$ cat config.mk
export PLATFORM = sky130hd
export DESIGN_NAME = oob_host_end_flat
export DESIGN_NICKNAME = d
export VERILOG_FILES = /design/src/oob_link_pkg.sv /design/src/oob_link_if.sv /design/src/oob_burst_port.sv /design/src/oob_host_end.sv /design/src/flat_wrapper.sv
export SDC_FILE = /design/constraint.sdc
export NUM_CORES = 1
export LEC_CHECK = 0
export BUFFER_PORTS_ARGS = -buffer_cell sky130_fd_sc_hd__buf_4
export CORE_MARGIN = 1
export CORE_UTILIZATION = 45
export CTS_CLUSTER_DIAMETER = 200
export CTS_CLUSTER_SIZE = 30
export DETAILED_ROUTE_END_ITERATION = 8
export HOLD_SLACK_MARGIN = 0.15
export SLEW_MARGIN = 30
export SYNTH_ARGS = -nofsm -noshare
export SYNTH_HDL_FRONTEND = slang
export SYNTH_SLANG_ARGS = --single-unit
$ cat constraint.sdc
create_clock -name sys_clk -period 2 [get_ports sys_clk]
set_clock_uncertainty 0.1 [all_clocks]
set_input_delay 0.2 -clock sys_clk [delete_from_list [all_inputs] [get_ports sys_clk]]
set_output_delay 0.2 -clock sys_clk [all_outputs]
set_load 0.02 [all_outputs]
$ cat src/oob_link_pkg.sv
// constants, types and timing counts shared by both ends of the oob link
// assumes a single 100 MHz clock on both ends and one dword per cycle on the prim wires
package oob_link_pkg;
   // ----------------------------------------------------------------
   // line model
   // ----------------------------------------------------------------
   typedef enum logic [1:0] {
      prim_idle  = 2'h0,
      prim_d10_2 = 2'h1,
      prim_align = 2'h2,
      prim_sync  = 2'h3
   } prim_t;
   typedef logic [1:0] rate_t;              // 0 slowest generation, 2 fastest
   localparam rate_t RATE_GEN1 = 2'h0;
   localparam rate_t RATE_STEP = 2'h1;

   // ----------------------------------------------------------------
   // burst timing, cycles derived from printed times
   // ----------------------------------------------------------------
   localparam int CLK_PS          = 10000;
   localparam int BURST_PS        = 106700;
   localparam int GAP_PS          = 320000;
   localparam int WAKE_GAP_PS     = 106700;
   localparam int GAP_MIN_PS      = 175000;
   localparam int GAP_MAX_PS      = 525000;
   localparam int WAKE_GAP_MIN_PS = 40000;
   localparam int HOLD_IDLE_PS    = 525000;
   localparam int CNT_W           = 6;
   typedef logic [CNT_W-1:0] ocnt_t;
   localparam ocnt_t BURST_CYC    = CNT_W'((BURST_PS + CLK_PS - 1) / CLK_PS);
   localparam ocnt_t GAP_CYC      = CNT_W'((GAP_PS + CLK_PS - 1) / CLK_PS);
   localparam ocnt_t WAKE_GAP_CYC = CNT_W'((WAKE_GAP_PS + CLK_PS - 1) / CLK_PS);
   localparam ocnt_t GAP_MIN_CYC  = CNT_W'((GAP_MIN_PS + CLK_PS - 1) / CLK_PS);
   localparam ocnt_t GAP_MAX_CYC  = CNT_W'(GAP_MAX_PS / CLK_PS);
   localparam ocnt_t WGAP_MIN_CYC = CNT_W'((WAKE_GAP_MIN_PS + CLK_PS - 1) / CLK_PS);
   localparam ocnt_t HOLD_CYC     = CNT_W'((HOLD_IDLE_PS + CLK_PS - 1) / CLK_PS);
   localparam ocnt_t CNT_ONE      = 6'h01;
   localparam ocnt_t CNT_SAT      = 6'h3f;

   // ----------------------------------------------------------------
   // burst counts and handshake runs
   // ----------------------------------------------------------------
   localparam logic [2:0] SEQ_BURSTS  = 3'h6;   // reset, init and wake all send six
   localparam logic [2:0] DET_BURSTS  = 3'h4;
   localparam logic [2:0] LOCK_ALIGNS = 3'h4;   // aligns seen before a receiver counts as locked
   localparam logic [2:0] RUN_ONE     = 3'h1;
   localparam logic [1:0] NONALIGN_RUN = 2'h3;
   localparam logic [1:0] NA_ONE      = 2'h1;

   // ----------------------------------------------------------------
   // long handshake timeouts (2048 and 32768 gen1 dword times)
   // ----------------------------------------------------------------
   localparam int ALIGN_WAIT_NS = 54600;
   localparam int HOST_WAIT_NS  = 873800;
   localparam int TMR_W         = 17;
   typedef logic [TMR_W-1:0] tmr_t;
   localparam tmr_t ALIGN_WAIT_CYC = TMR_W'(ALIGN_WAIT_NS * 1000 / CLK_PS);
   localparam tmr_t HOST_WAIT_CYC  = TMR_W'(HOST_WAIT_NS * 1000 / CLK_PS);
   localparam tmr_t TMR_ONE        = 17'h00001;
endpackage

$ cat src/oob_link_if.sv
// the serial pair seen as burst levels plus one primitive and rate per cycle
// assumes both ends share sys_clk; the bench joins the two ends here
interface oob_link_if;
   import oob_link_pkg::*;
   logic  h2d_burst;
   logic  d2h_burst;
   prim_t h2d_prim;
   prim_t d2h_prim;
   rate_t h2d_rate;
   rate_t d2h_rate;
   modport dev  (input h2d_burst, h2d_prim, h2d_rate, output d2h_burst, d2h_prim, d2h_rate);
   modport host (input d2h_burst, d2h_prim, d2h_rate, output h2d_burst, h2d_prim, h2d_rate);
endinterface

$ cat src/oob_burst_port.sv
// oob burst sender and burst-train detector used by each end
// assumes rx_burst is synchronous to sys_clk
module oob_burst_port
   import oob_link_pkg::*;
(
   input  wire logic sys_clk,
   input  wire logic resetn,
   input  wire logic send,
   input  wire logic send_wake,
   input  wire logic hold,
   output logic      busy,
   output logic      tx_burst,
   input  wire logic rx_burst,
   output logic      rx_reset_end,
   output logic      rx_wake_end
);
   // ----------------------------------------------------------------
   // sender
   // ----------------------------------------------------------------
   typedef enum logic [1:0] {tx_off = 2'b00, tx_on = 2'b01, tx_gap = 2'b11, tx_tail = 2'b10} tx_t;
   tx_t        tx_state, next_tx_state;
   logic [2:0] left, next_left;
   ocnt_t      tcnt, next_tcnt;
   logic       wake, next_wake;
   logic       next_tx_burst;

   // same six-burst train for reset and init, only the gap length tells wake apart
   always_comb begin
      next_tx_state = tx_state;
      next_left     = left;
      next_tcnt     = tcnt + CNT_ONE;
      next_wake     = wake;
      case (tx_state)
         tx_on: if (tcnt == BURST_CYC - CNT_ONE) begin
            next_tcnt = '0;
            if (left != '0) begin
               next_left     = left - RUN_ONE;
               next_tx_state = tx_gap;
            end else if (hold && !wake) begin
               next_tx_state = tx_gap;
            end else begin
               next_tx_state = tx_tail;
            end
         end
         tx_gap: if (tcnt == (wake ? WAKE_GAP_CYC : GAP_CYC) - CNT_ONE) begin
            next_tcnt     = '0;
            next_tx_state = tx_on;
         end
         tx_tail: if (tcnt == HOLD_CYC - CNT_ONE) begin
            next_tx_state = tx_off;
         end
         default: next_tcnt = '0;
      endcase
      if (send) begin                           // a new request restarts the train
         next_tx_state = tx_on;
         next_left     = SEQ_BURSTS - RUN_ONE;
         next_tcnt     = '0;
         next_wake     = send_wake;
      end
      next_tx_burst = (next_tx_state == tx_on);
   end

   always_ff @(posedge sys_clk or negedge resetn) begin
      if (!resetn) begin
         tx_state <= tx_off;
         left     <= '0;
         tcnt     <= '0;
         wake     <= 1'b0;
         tx_burst <= 1'b0;
      end else begin
         tx_state <= next_tx_state;
         left     <= next_left;
         tcnt     <= next_tcnt;
         wake     <= next_wake;
         tx_burst <= next_tx_burst;
      end
   end

   assign busy = (tx_state != tx_off);

   // ----------------------------------------------------------------
   // detector
   // ----------------------------------------------------------------
   logic       prev, rkind, next_rkind;
   logic [2:0] rcnt, next_rcnt;
   ocnt_t      gcnt, next_gcnt;
   logic       next_reset_end, next_wake_end;
   logic       gap_rst, gap_wake;

   // a gap outside both windows breaks the train and it starts over
   always_comb begin
      gap_rst        = (gcnt >= GAP_MIN_CYC) && (gcnt <= GAP_MAX_CYC);
      gap_wake       = (gcnt >= WGAP_MIN_CYC) && (gcnt < GAP_MIN_CYC);
      next_rcnt      = rcnt;
      next_rkind     = rkind;
      next_gcnt      = (gcnt == CNT_SAT) ? gcnt : gcnt + CNT_ONE;
      next_reset_end = 1'b0;
      next_wake_end  = 1'b0;
      if (rx_burst) begin
         next_gcnt = '0;
      end
      if (rx_burst && !prev) begin
         if (rcnt == '0) begin
            next_rcnt = RUN_ONE;
         end else if ((gap_rst || gap_wake) && (rcnt == RUN_ONE || rkind == gap_wake)) begin
            next_rkind = gap_wake;
            next_rcnt  = (rcnt == DET_BURSTS) ? rcnt : rcnt + RUN_ONE;
         end else begin
            next_rcnt = RUN_ONE;
         end
      end
      if (!rx_burst && gcnt == GAP_MAX_CYC) begin
         next_rcnt = '0;                        // silence past the longest gap ends the train
         if (rcnt == DET_BURSTS) begin
            next_reset_end = !rkind;
            next_wake_end  = rkind;
         end
      end
   end

   always_ff @(posedge sys_clk or negedge resetn) begin
      if (!resetn) begin
         prev         <= 1'b0;
         rkind        <= 1'b0;
         rcnt         <= '0;
         gcnt         <= CNT_SAT;
         rx_reset_end <= 1'b0;
         rx_wake_end  <= 1'b0;
      end else begin
         prev         <= rx_burst;
         rkind        <= next_rkind;
         rcnt         <= next_rcnt;
         gcnt         <= next_gcnt;
         rx_reset_end <= next_reset_end;
         rx_wake_end  <= next_wake_end;
      end
   end
endmodule // oob_burst_port

$ cat src/oob_host_end.sv
// host end of the oob handshake: reset, wake, lock and retry
// assumes the device end sits on the far side of oob_link_if
module oob_host_end
   import oob_link_pkg::*;
#(
   parameter tmr_t WAIT_TIMEOUT = HOST_WAIT_CYC
)
(
   input  wire logic sys_clk,
   input  wire logic resetn,
   oob_link_if.host  link,
   input  wire logic hold_reset,
   input  wire logic stop,
   input  wire rate_t fastest_rate,
   output logic      link_up,
   output logic      retry,
   output rate_t     line_rate
);
   // ----------------------------------------------------------------
   // handshake state
   // ----------------------------------------------------------------
   typedef enum logic [2:0] {
      h_reset = 3'b000, h_wait_init = 3'b001, h_wake = 3'b011, h_wait_wake = 3'b010,
      h_d10 = 3'b110, h_align = 3'b111, h_ready = 3'b101, h_stop = 3'b100
   } hstate_t;
   hstate_t    state, next_state;
   tmr_t       timer, next_timer;
   logic [2:0] run, next_run;
   logic [1:0] na, next_na;
   logic       sent, next_sent;
   logic       send, send_wake, busy, rx_reset_end, rx_wake_end;
   prim_t      next_prim;
   rate_t      next_rate;
   logic       next_link_up, next_retry;
   logic       seen_align;

   oob_burst_port u_oob (
      .sys_clk      (sys_clk),
      .resetn       (resetn),
      .send         (send),
      .send_wake    (send_wake),
      .hold         (hold_reset),
      .busy         (busy),
      .tx_burst     (link.h2d_burst),
      .rx_burst     (link.d2h_burst),
      .rx_reset_end (rx_reset_end),
      .rx_wake_end  (rx_wake_end)
   );

   // device aligns above our fastest rate cannot be received at all
   assign seen_align = (link.d2h_prim == prim_align) && (link.d2h_rate <= fastest_rate);

   always_comb begin
      next_state   = state;
      next_timer   = timer + TMR_ONE;
      next_run     = run;
      next_na      = na;
      next_sent    = sent;
      next_rate    = link.h2d_rate;
      next_retry   = 1'b0;
      send         = 1'b0;
      send_wake    = 1'b0;
      case (state)
         h_reset: if (!sent) begin              // device answers are ignored until the train is out and hold_reset drops
            send      = 1'b1;
            next_sent = 1'b1;
         end else if (!busy && !hold_reset) begin
            next_state = h_wait_init;
         end
         h_wait_init: if (rx_reset_end) begin
            next_state = h_wake;
            send       = 1'b1;
            send_wake  = 1'b1;
         end
         h_wake: if (!busy) next_state = h_wait_wake;
         h_wait_wake: if (rx_wake_end) begin
            next_state = h_d10;
            next_timer = '0;
            next_run   = '0;
            next_rate  = RATE_GEN1;
         end
         h_d10: begin
            next_run = seen_align ? run + RUN_ONE : '0;
            if (seen_align && run == LOCK_ALIGNS - RUN_ONE) begin
               next_state = h_align;
               next_rate  = link.d2h_rate;
               next_na    = '0;
            end else if (timer == WAIT_TIMEOUT - TMR_ONE) begin
               next_state = stop ? h_stop : h_reset;
               next_sent  = 1'b0;
               next_retry = !stop;
            end
         end
         h_align: begin
            next_na = (link.d2h_prim == prim_sync) ? na + NA_ONE : '0;
            if (link.d2h_prim == prim_sync && na == NONALIGN_RUN - NA_ONE) begin
               next_state = h_ready;
            end
         end
         h_ready: if (rx_reset_end) begin       // init request during operation
            next_state = h_wake;
            send       = 1'b1;
            send_wake  = 1'b1;
         end
         default: next_timer = timer;
      endcase
      // an init request is answered from any live state, so a device restart never strands us
      if (rx_reset_end && state != h_reset && state != h_stop) begin
         next_state = h_wake;
         send       = 1'b1;
         send_wake  = 1'b1;
      end
      // a system reset level pulls the host back into its reset train
      if (hold_reset && state != h_reset && state != h_stop) begin
         next_state = h_reset;
         next_sent  = 1'b0;
         send       = 1'b0;
         send_wake  = 1'b0;
      end
      case (next_state)
         h_d10:   next_prim = prim_d10_2;
         h_align: next_prim = prim_align;
         h_ready: next_prim = prim_sync;
         default: next_prim = prim_idle;
      endcase
      next_link_up = (next_state == h_ready);
   end

   always_ff @(posedge sys_clk or negedge resetn) begin
      if (!resetn) begin
         state         <= h_reset;
         timer         <= '0;
         run           <= '0;
         na            <= '0;
         sent          <= 1'b0;
         link.h2d_prim <= prim_idle;
         link.h2d_rate <= RATE_GEN1;
         link_up       <= 1'b0;
         retry         <= 1'b0;
      end else begin
         state         <= next_state;
         timer         <= next_timer;
         run           <= next_run;
         na            <= next_na;
         sent          <= next_sent;
         link.h2d_prim <= next_prim;
         link.h2d_rate <= next_rate;
         link_up       <= next_link_up;
         retry         <= next_retry;
      end
   end

   assign line_rate = link.h2d_rate;
endmodule // oob_host_end

$ cat src/flat_wrapper.sv
// flat-port wrapper written by rule: the top's interface ports become plain ports
module oob_host_end_flat import oob_link_pkg::*;
#(
   parameter tmr_t WAIT_TIMEOUT = HOST_WAIT_CYC
)
  (sys_clk, resetn, hold_reset, stop, fastest_rate, link_up, retry, line_rate, link_d2h_burst, link_d2h_prim, link_d2h_rate, link_h2d_burst, link_h2d_prim, link_h2d_rate);
  oob_link_if link_i ();
  input  wire logic sys_clk;
  input  wire logic resetn;
  input  wire logic hold_reset;
  input  wire logic stop;
  input  wire rate_t fastest_rate;
  output logic link_up;
  output logic retry;
  output rate_t line_rate;
  input wire logic [$bits(link_i.d2h_burst)-1:0] link_d2h_burst;
  input wire logic [$bits(link_i.d2h_prim)-1:0] link_d2h_prim;
  input wire logic [$bits(link_i.d2h_rate)-1:0] link_d2h_rate;
  output wire logic [$bits(link_i.h2d_burst)-1:0] link_h2d_burst;
  output wire logic [$bits(link_i.h2d_prim)-1:0] link_h2d_prim;
  output wire logic [$bits(link_i.h2d_rate)-1:0] link_h2d_rate;
  assign link_i.d2h_burst = link_d2h_burst;
  assign link_i.d2h_prim = link_d2h_prim;
  assign link_i.d2h_rate = link_d2h_rate;
  assign link_h2d_burst = link_i.h2d_burst;
  assign link_h2d_prim = link_i.h2d_prim;
  assign link_h2d_rate = link_i.h2d_rate;
  oob_host_end #(.WAIT_TIMEOUT(WAIT_TIMEOUT)) u_core (.sys_clk(sys_clk), .resetn(resetn), .link(link_i), .hold_reset(hold_reset), .stop(stop), .fastest_rate(fastest_rate), .link_up(link_up), .retry(retry), .line_rate(line_rate));
endmodule
---- Word-level counts from Yosys, hierarchy flattened ----
Cells that the tools add are included.
storage, ports and cells
  register bits ........................... 58
  bits in latches ......................... 0
  RAM bits ................................ 0
  bits in read-only memories .............. 0
  bits of input ports ..................... 11
  output and inout bits ................... 9
  logic and storage cells ................. 178
  memories kept ........................... 0
operators by class
  add/subtract/negate cells ............... 8
  $mul .................................... 0
  div/mod/pow operators ................... 0
  magnitude comparators ................... 5
  equality and inequality tests ........... 33
  shifts and indexed selects .............. 0
  mux-type cells .......................... 66
  bitwise logic cells ..................... 1
  reduce and logical (&&, ||, !) cells .... 45
operator list
  kind                                                  number
  two-way mux 3 bit                                     22
  two-way mux 6 bit                                     6
  case mux 17 bit (2 select lines)                      1
  equality test 3 bit (second input constant)           7
  two-way mux 1 bit                                     19
  equality test 6 bit (second input constant)           3
  case mux 3 bit (6 select lines)                       1
  case mux 6 bit (3 select lines)                       1
  adder 17 x 1 -> 17 bit (second input constant)        1
  equality test 17 bit (second input constant)          1
  two-way mux 17 bit                                    1
  two-way mux 2 bit                                     8
  nonzero test 2 bit                                    8
  logical AND 1 bit                                     14
  adder 6 x 1 -> 6 bit (second input constant)          2
  case mux 2 bit (3 select lines)                       2
  AND reduction 3 bit                                   4
  equality test 2 bit (second input constant)           5
  equality test 3 x 2 -> 1 bit (second input constant)  3
  nonzero test 3 bit                                    3
  case mux 2 bit (2 select lines)                       2
  logical NOT 1 bit                                     7
  adder 3 x 1 -> 3 bit (second input constant)          2
  equality test 3 x 1 -> 1 bit (second input constant)  2
  other kinds (25)                                      33

---- Depth between registers and ports, before layout ----
  depth after elaboration ................. 10
  depth in mapped cells ................... 8
  gate-level depth less buffers ........... 8

---- Cells and area by module ----
Synthesis repeated with hierarchy kept, for this count alone.
second synthesis, totals
  cell total of the unflattened synthesis .. 337
  area total of the unflattened synthesis .. 3210.6 sq um
by module, submodules not included
  module          times used  cells each  area each (sq um)  seq. area each (sq um)
  oob_host_end    1           179         1722.9             800.8
  oob_burst_port  1           158         1487.7             658.1

---- Worst setup path after synthesis ----
Ideal clock, no wire load.
  path kind ............................... register -> register
  start ................................... reg u_core.u_oob.gcnt[4]
  end ..................................... reg u_core.u_oob.rkind
  setup time .............................. 127 ps
  data arrival time ....................... 1998 ps
  required time ........................... 1773 ps
  path slack .............................. -226 ps
  stages on the path, launching flop included .. 8
  buffers on the path ..................... 1
  clock period less this slack ............ 2226 ps
  cell sequence ........................... dfstp_2 -> buf_4 -> or4b_4 -> a21oi_4 -> xnor2_1 -> a21oi_2 -> and3b_1 -> mux2_1
on the way
  longest elaborated chain between the ends .. 6
  elaborated cells between the ends (all ways) .. 11
  those cells by class .................... 4 x order compare; 1 x eq/ne; 6 x reduce/logical
RTL lines
  element                                                                                           line                   source
  start, declared                                                                                   oob_burst_port.sv:86   ocnt_t gcnt, next_gcnt;
  start signal, assigned                                                                            oob_burst_port.sv:133  gcnt <= next_gcnt;
  greater-or-equal comparator 6 x 3 -> 1 bit / < comparator 6 x 5 -> 1 bit (equally long branches)  oob_burst_port.sv:93   gap_wake = (gcnt >= WGAP_MIN_CYC) && (gcnt < GAP_MIN_CYC);
  logical AND 1 bit                                                                                 oob_burst_port.sv:93
  equality test 1 bit                                                                               oob_burst_port.sv:105  end else if ((gap_rst || gap_wake) && (rcnt == RUN_ONE || rkind == gap_wake)) begin
  logical OR 1 bit                                                                                  oob_burst_port.sv:105
  logical AND 1 bit                                                                                 oob_burst_port.sv:105
  AND reduction 3 bit (no line)                                                                     -
  end signal, assigned                                                                              oob_burst_port.sv:131  rkind <= next_rkind;
  end, declared                                                                                     oob_burst_port.sv:84   logic prev, rkind, next_rkind;
Parallel ways exist; a longest one is shown, timed or not.
A chain may end at the register's enable or synchronous reset.

---- Final worst setup path ----
Ends and elaborated chain as after synthesis.

==> qor.txt <==
arrival time of the worst setup path = 2240 ps
max-slew violations = 0
I/O Buffers = 19
Die Y-Extent = 85.41 um
startpoint of the worst setup timing path = u_core.u_oob.gcnt[4]
clock group share of total power = 34.5%
Fillers = 613
switch share = 29.44%
Synth Register Bits = 58
post-detailed-placement half-perimeter wirelength = 4.269 mm
unrepaired setup endpoints after global routing = true
Cell Area, Placed = 3493 sq um
core box area = 6756 sq um
register-to-register setup slack = -120 ps
status = complete, but fails checks
first-iteration detailed-routing DRC count = 89
maximum achievable frequency = 470.7 MHz
Worst slew margin = 51.63%
final core utilization = 56.50%
Hold Startpoint = link_d2h_prim[1]
number of distinct standard cells referenced by the synthesized netlist = 58
width of the die = 85.41 um
antenna violations before repair = 0
total detailed-routing wirelength = 6.190 mm
maximum number of pins on one net before global-route repair = 59
Post-synth top cells = sky130_fd_sc_hd__dfrtp_1 (52), sky130_fd_sc_hd__nor2_1 (44), sky130_fd_sc_hd__nand2_1 (31), sky130_fd_sc_hd__nand3_1 (20), sky130_fd_sc_hd__inv_1 (19)
max cap viols = 0
total non-filler cell area in the finished layout = 3817 sq um
min setup slack post-route = -124.4 ps
sequential share of the synthesized area = 46.60%
number of failing hold endpoints at the final stage = 0
sinks on the clock net = 58
total number of nets in the final design = 414
number of warning messages in the yosys log = 0
sum of overflow across all layers after global routing = 0
Finish-stage setup viols = 4
sequential group share of total power = 44.8%
leading cell type by number of instances after synthesis = sky130_fd_sc_hd__dfrtp_1
routed vias/inst = 5.311
Area growth syn-to-layout = 21.94%
slew at the pin closest to its max-slew limit = 725.6 ps
Placement Rows = 30
Sw Pwr = 0.9767 mW
Cell Area, Synth = 3131 sq um
initial core utilization = 46.33%
Worst R2R Path Depth = 6
Final ANT Viol Nets = 0
Critical path destination = u_core.u_oob.rkind
cell type with the largest total area after synthesis = sky130_fd_sc_hd__dfrtp_1
fraction of layout instances using a drive strength above 1 = 21.17%
main flop type after synthesis = sky130_fd_sc_hd__dfrtp_1
total via count in the routed design = 2,507
buffer type at the clock tree root = sky130_fd_sc_hd__clkbuf_8
number of clock buffers inserted by TritonCTS = 9
Total Routing Usage GR = 19.06%
startpoint of the worst register-to-register path = u_core.u_oob.gcnt[4]
RePlAce Congestion = 0.8219
Worst Setup End Kind = register
Inserted Diodes = 0
global-route wire length before repair = 11.03 mm
category of the critical setup timing path = register to register
kind of launch point of the worst setup path = register
Comb power frac = 20.7%
worst setup slack after placement = -117.7 ps
Setup TNS = -283.9 ps
count of placed standard cells in the final layout, fillers left out = 472
largest cells by area after synthesis = sky130_fd_sc_hd__dfrtp_1 (42%), sky130_fd_sc_hd__ha_1 (6.4%), sky130_fd_sc_hd__nor2_1 (5.3%)
number of enable-type register cells in the synthesized netlist = 0
number of design rule violations left after detail routing = 0
post-synthesis average cell area = 9.317 sq um
number of placed instances, taps included = 448
CTS H-Tree Depth = 3
failing checks = setup timing
multi-input logic area = 1567 sq um
iteration count of the initial detailed-routing pass = 4
worst hold margin = 169.6 ps
Static Leakage = 1.722 nW
TritonCTS clock tree = done
fraction of post-synthesis cell area in the top cell type by area = 41.57%
storage element area = 1459 sq um
clock transition at the registers of the reported paths = 70 ps
ys async rst share = 100.0%
Post-Synthesis Net Count = 363
IO Count = 20
latest clock arrival within the worst-skew pair = 340 ps
Cells after Synth = 336
Critical Path Fanout Max = 2
buffer depth of the longest clock path = 2
Total Power Consumption = 3.318 mW
required time at the endpoint of the critical path = 2120 ps
time the worst path needs with I/O delays and setup = 2124 ps
fraction of the cycle the final worst path needs = 106.2%
routed wire length per instance = 13.11 um
Worst IR Drop VDD = 0.0005345 V
internal power of the cells = 2.341 mW
total power density per cell area = 869.1 nW/um^2
die area = 7294 sq um
class of the worst hold path = primary input to register
reg2reg end = u_core.u_oob.rkind
vias in the first global route = 2,469
[area by class of cell]
class / count / share of cell area [%]
Multi-Input combinational cell: 244 / 41.04
Sequential cell: 58 / 38.22
Timing Repair Buffer: 51 / 10.42
Clock buffer: 14 / 4.523
Tap cell: 80 / 2.622
Inverter: 23 / 2.262
Clock inverter: 2 / 0.9177
[state kept, by name, summed over array words and instances (netlist names)]
| name | count |
|---|---|
| u_core.line_rate | 2 |
| u_core.link.h2d_prim | 2 |
| u_core.link_up | 1 |
| u_core.na | 2 |
| u_core.retry | 1 |
| u_core.run | 3 |
| u_core.sent | 1 |
| u_core.state | 3 |
| u_core.timer | 17 |
| u_core.u_oob.gcnt | 6 |
| u_core.u_oob.left | 3 |
| u_core.u_oob.prev | 1 |
| u_core.u_oob.rcnt | 3 |
| u_core.u_oob.rkind | 1 |
| u_core.u_oob.rx_reset_end | 1 |
| u_core.u_oob.rx_wake_end | 1 |
| u_core.u_oob.tcnt | 6 |
| u_core.u_oob.tx_burst | 1 |
| u_core.u_oob.tx_state | 2 |
| u_core.u_oob.wake | 1 |
[per-layer routing]
metal / part of all wire [%] / global-route usage, % / vias up
met2: 44 / 29.45 / 38
met4: 2.7 / 10.76 / 0
met1: 50 / 25.47 / 1191
met5: 0 / 0 / -
met3: 3.2 / 3.113 / 12
li1: - / - / 1266
[worst min path at each step]
stage | endpoint | slack [ps] | cells after the start
floorplan | u_core.line_rate[0] | -200 | 0
global placement | u_core.line_rate[1] | 210 | 1
detailed placement | u_core.line_rate[1] | 210 | 1
CTS | u_core.na[0] | 160 | 4
global route | u_core.na[0] | 190 | 4
finish | u_core.na[0] | 170 | 4
[cell families after synthesis]
family / Yosys count / share of synthesized area (%)
DFF: 58 / 46.60
and+or+nand+nor: 151 / 24.58
xor gates and xnor gates: 21 / 5.875
AOI/OAI and AO/OA: 54 / 11.19
adders and majority gates: 16 / 6.395
buffers and inverters: 34 / 4.676
muxes: 2 / 0.6794
[power by group through the flow]
stage / Sequential, mW / Combinational, mW / Clock [mW]
floorplan: 1.50 / 0.426 / 0
global placement: 1.50 / 0.660 / 0
detailed placement: 1.50 / 0.669 / 0
CTS: 1.48 / 0.692 / 1.17
global route: 1.51 / 0.792 / 1.22
finish: 1.49 / 0.688 / 1.14
[critical path, stage by stage (launching register included)]
cell                      delay (ps)
sky130_fd_sc_hd__dfstp_2         520
sky130_fd_sc_hd__or4b_4          470
sky130_fd_sc_hd__a21oi_4         170
sky130_fd_sc_hd__xnor2_2          90
sky130_fd_sc_hd__a21oi_2         140
sky130_fd_sc_hd__and3b_2         220
sky130_fd_sc_hd__mux2_4          290
[cell usage in the layout (no fill, tap or decap), types with 10 or more instances in the layout]
master	n
sky130_fd_sc_hd__dfrtp_1	52
sky130_fd_sc_hd__nor2_1	43
sky130_fd_sc_hd__o21ai_1	14
sky130_fd_sc_hd__nand2_1	31
sky130_fd_sc_hd__nand3_1	20
sky130_fd_sc_hd__ha_1	16
sky130_fd_sc_hd__buf_4	45
sky130_fd_sc_hd__nor3_1	14
sky130_fd_sc_hd__inv_1	19
sky130_fd_sc_hd__clkbuf_8	12
sky130_fd_sc_hd__a21oi_1	10
sky130_fd_sc_hd__xor2_1	12
[what timing repair did]
action / in CTS / in global routing
gates resized for setup: 4 / 7
setup endpoints to repair: 3 / 9
buffers inserted: 2 / 0
pin swaps: 1 / 1
hold buffers: 6 / 0
endpoints found under the hold margin: 64 / 0
(Power assumes the default switching activity.)
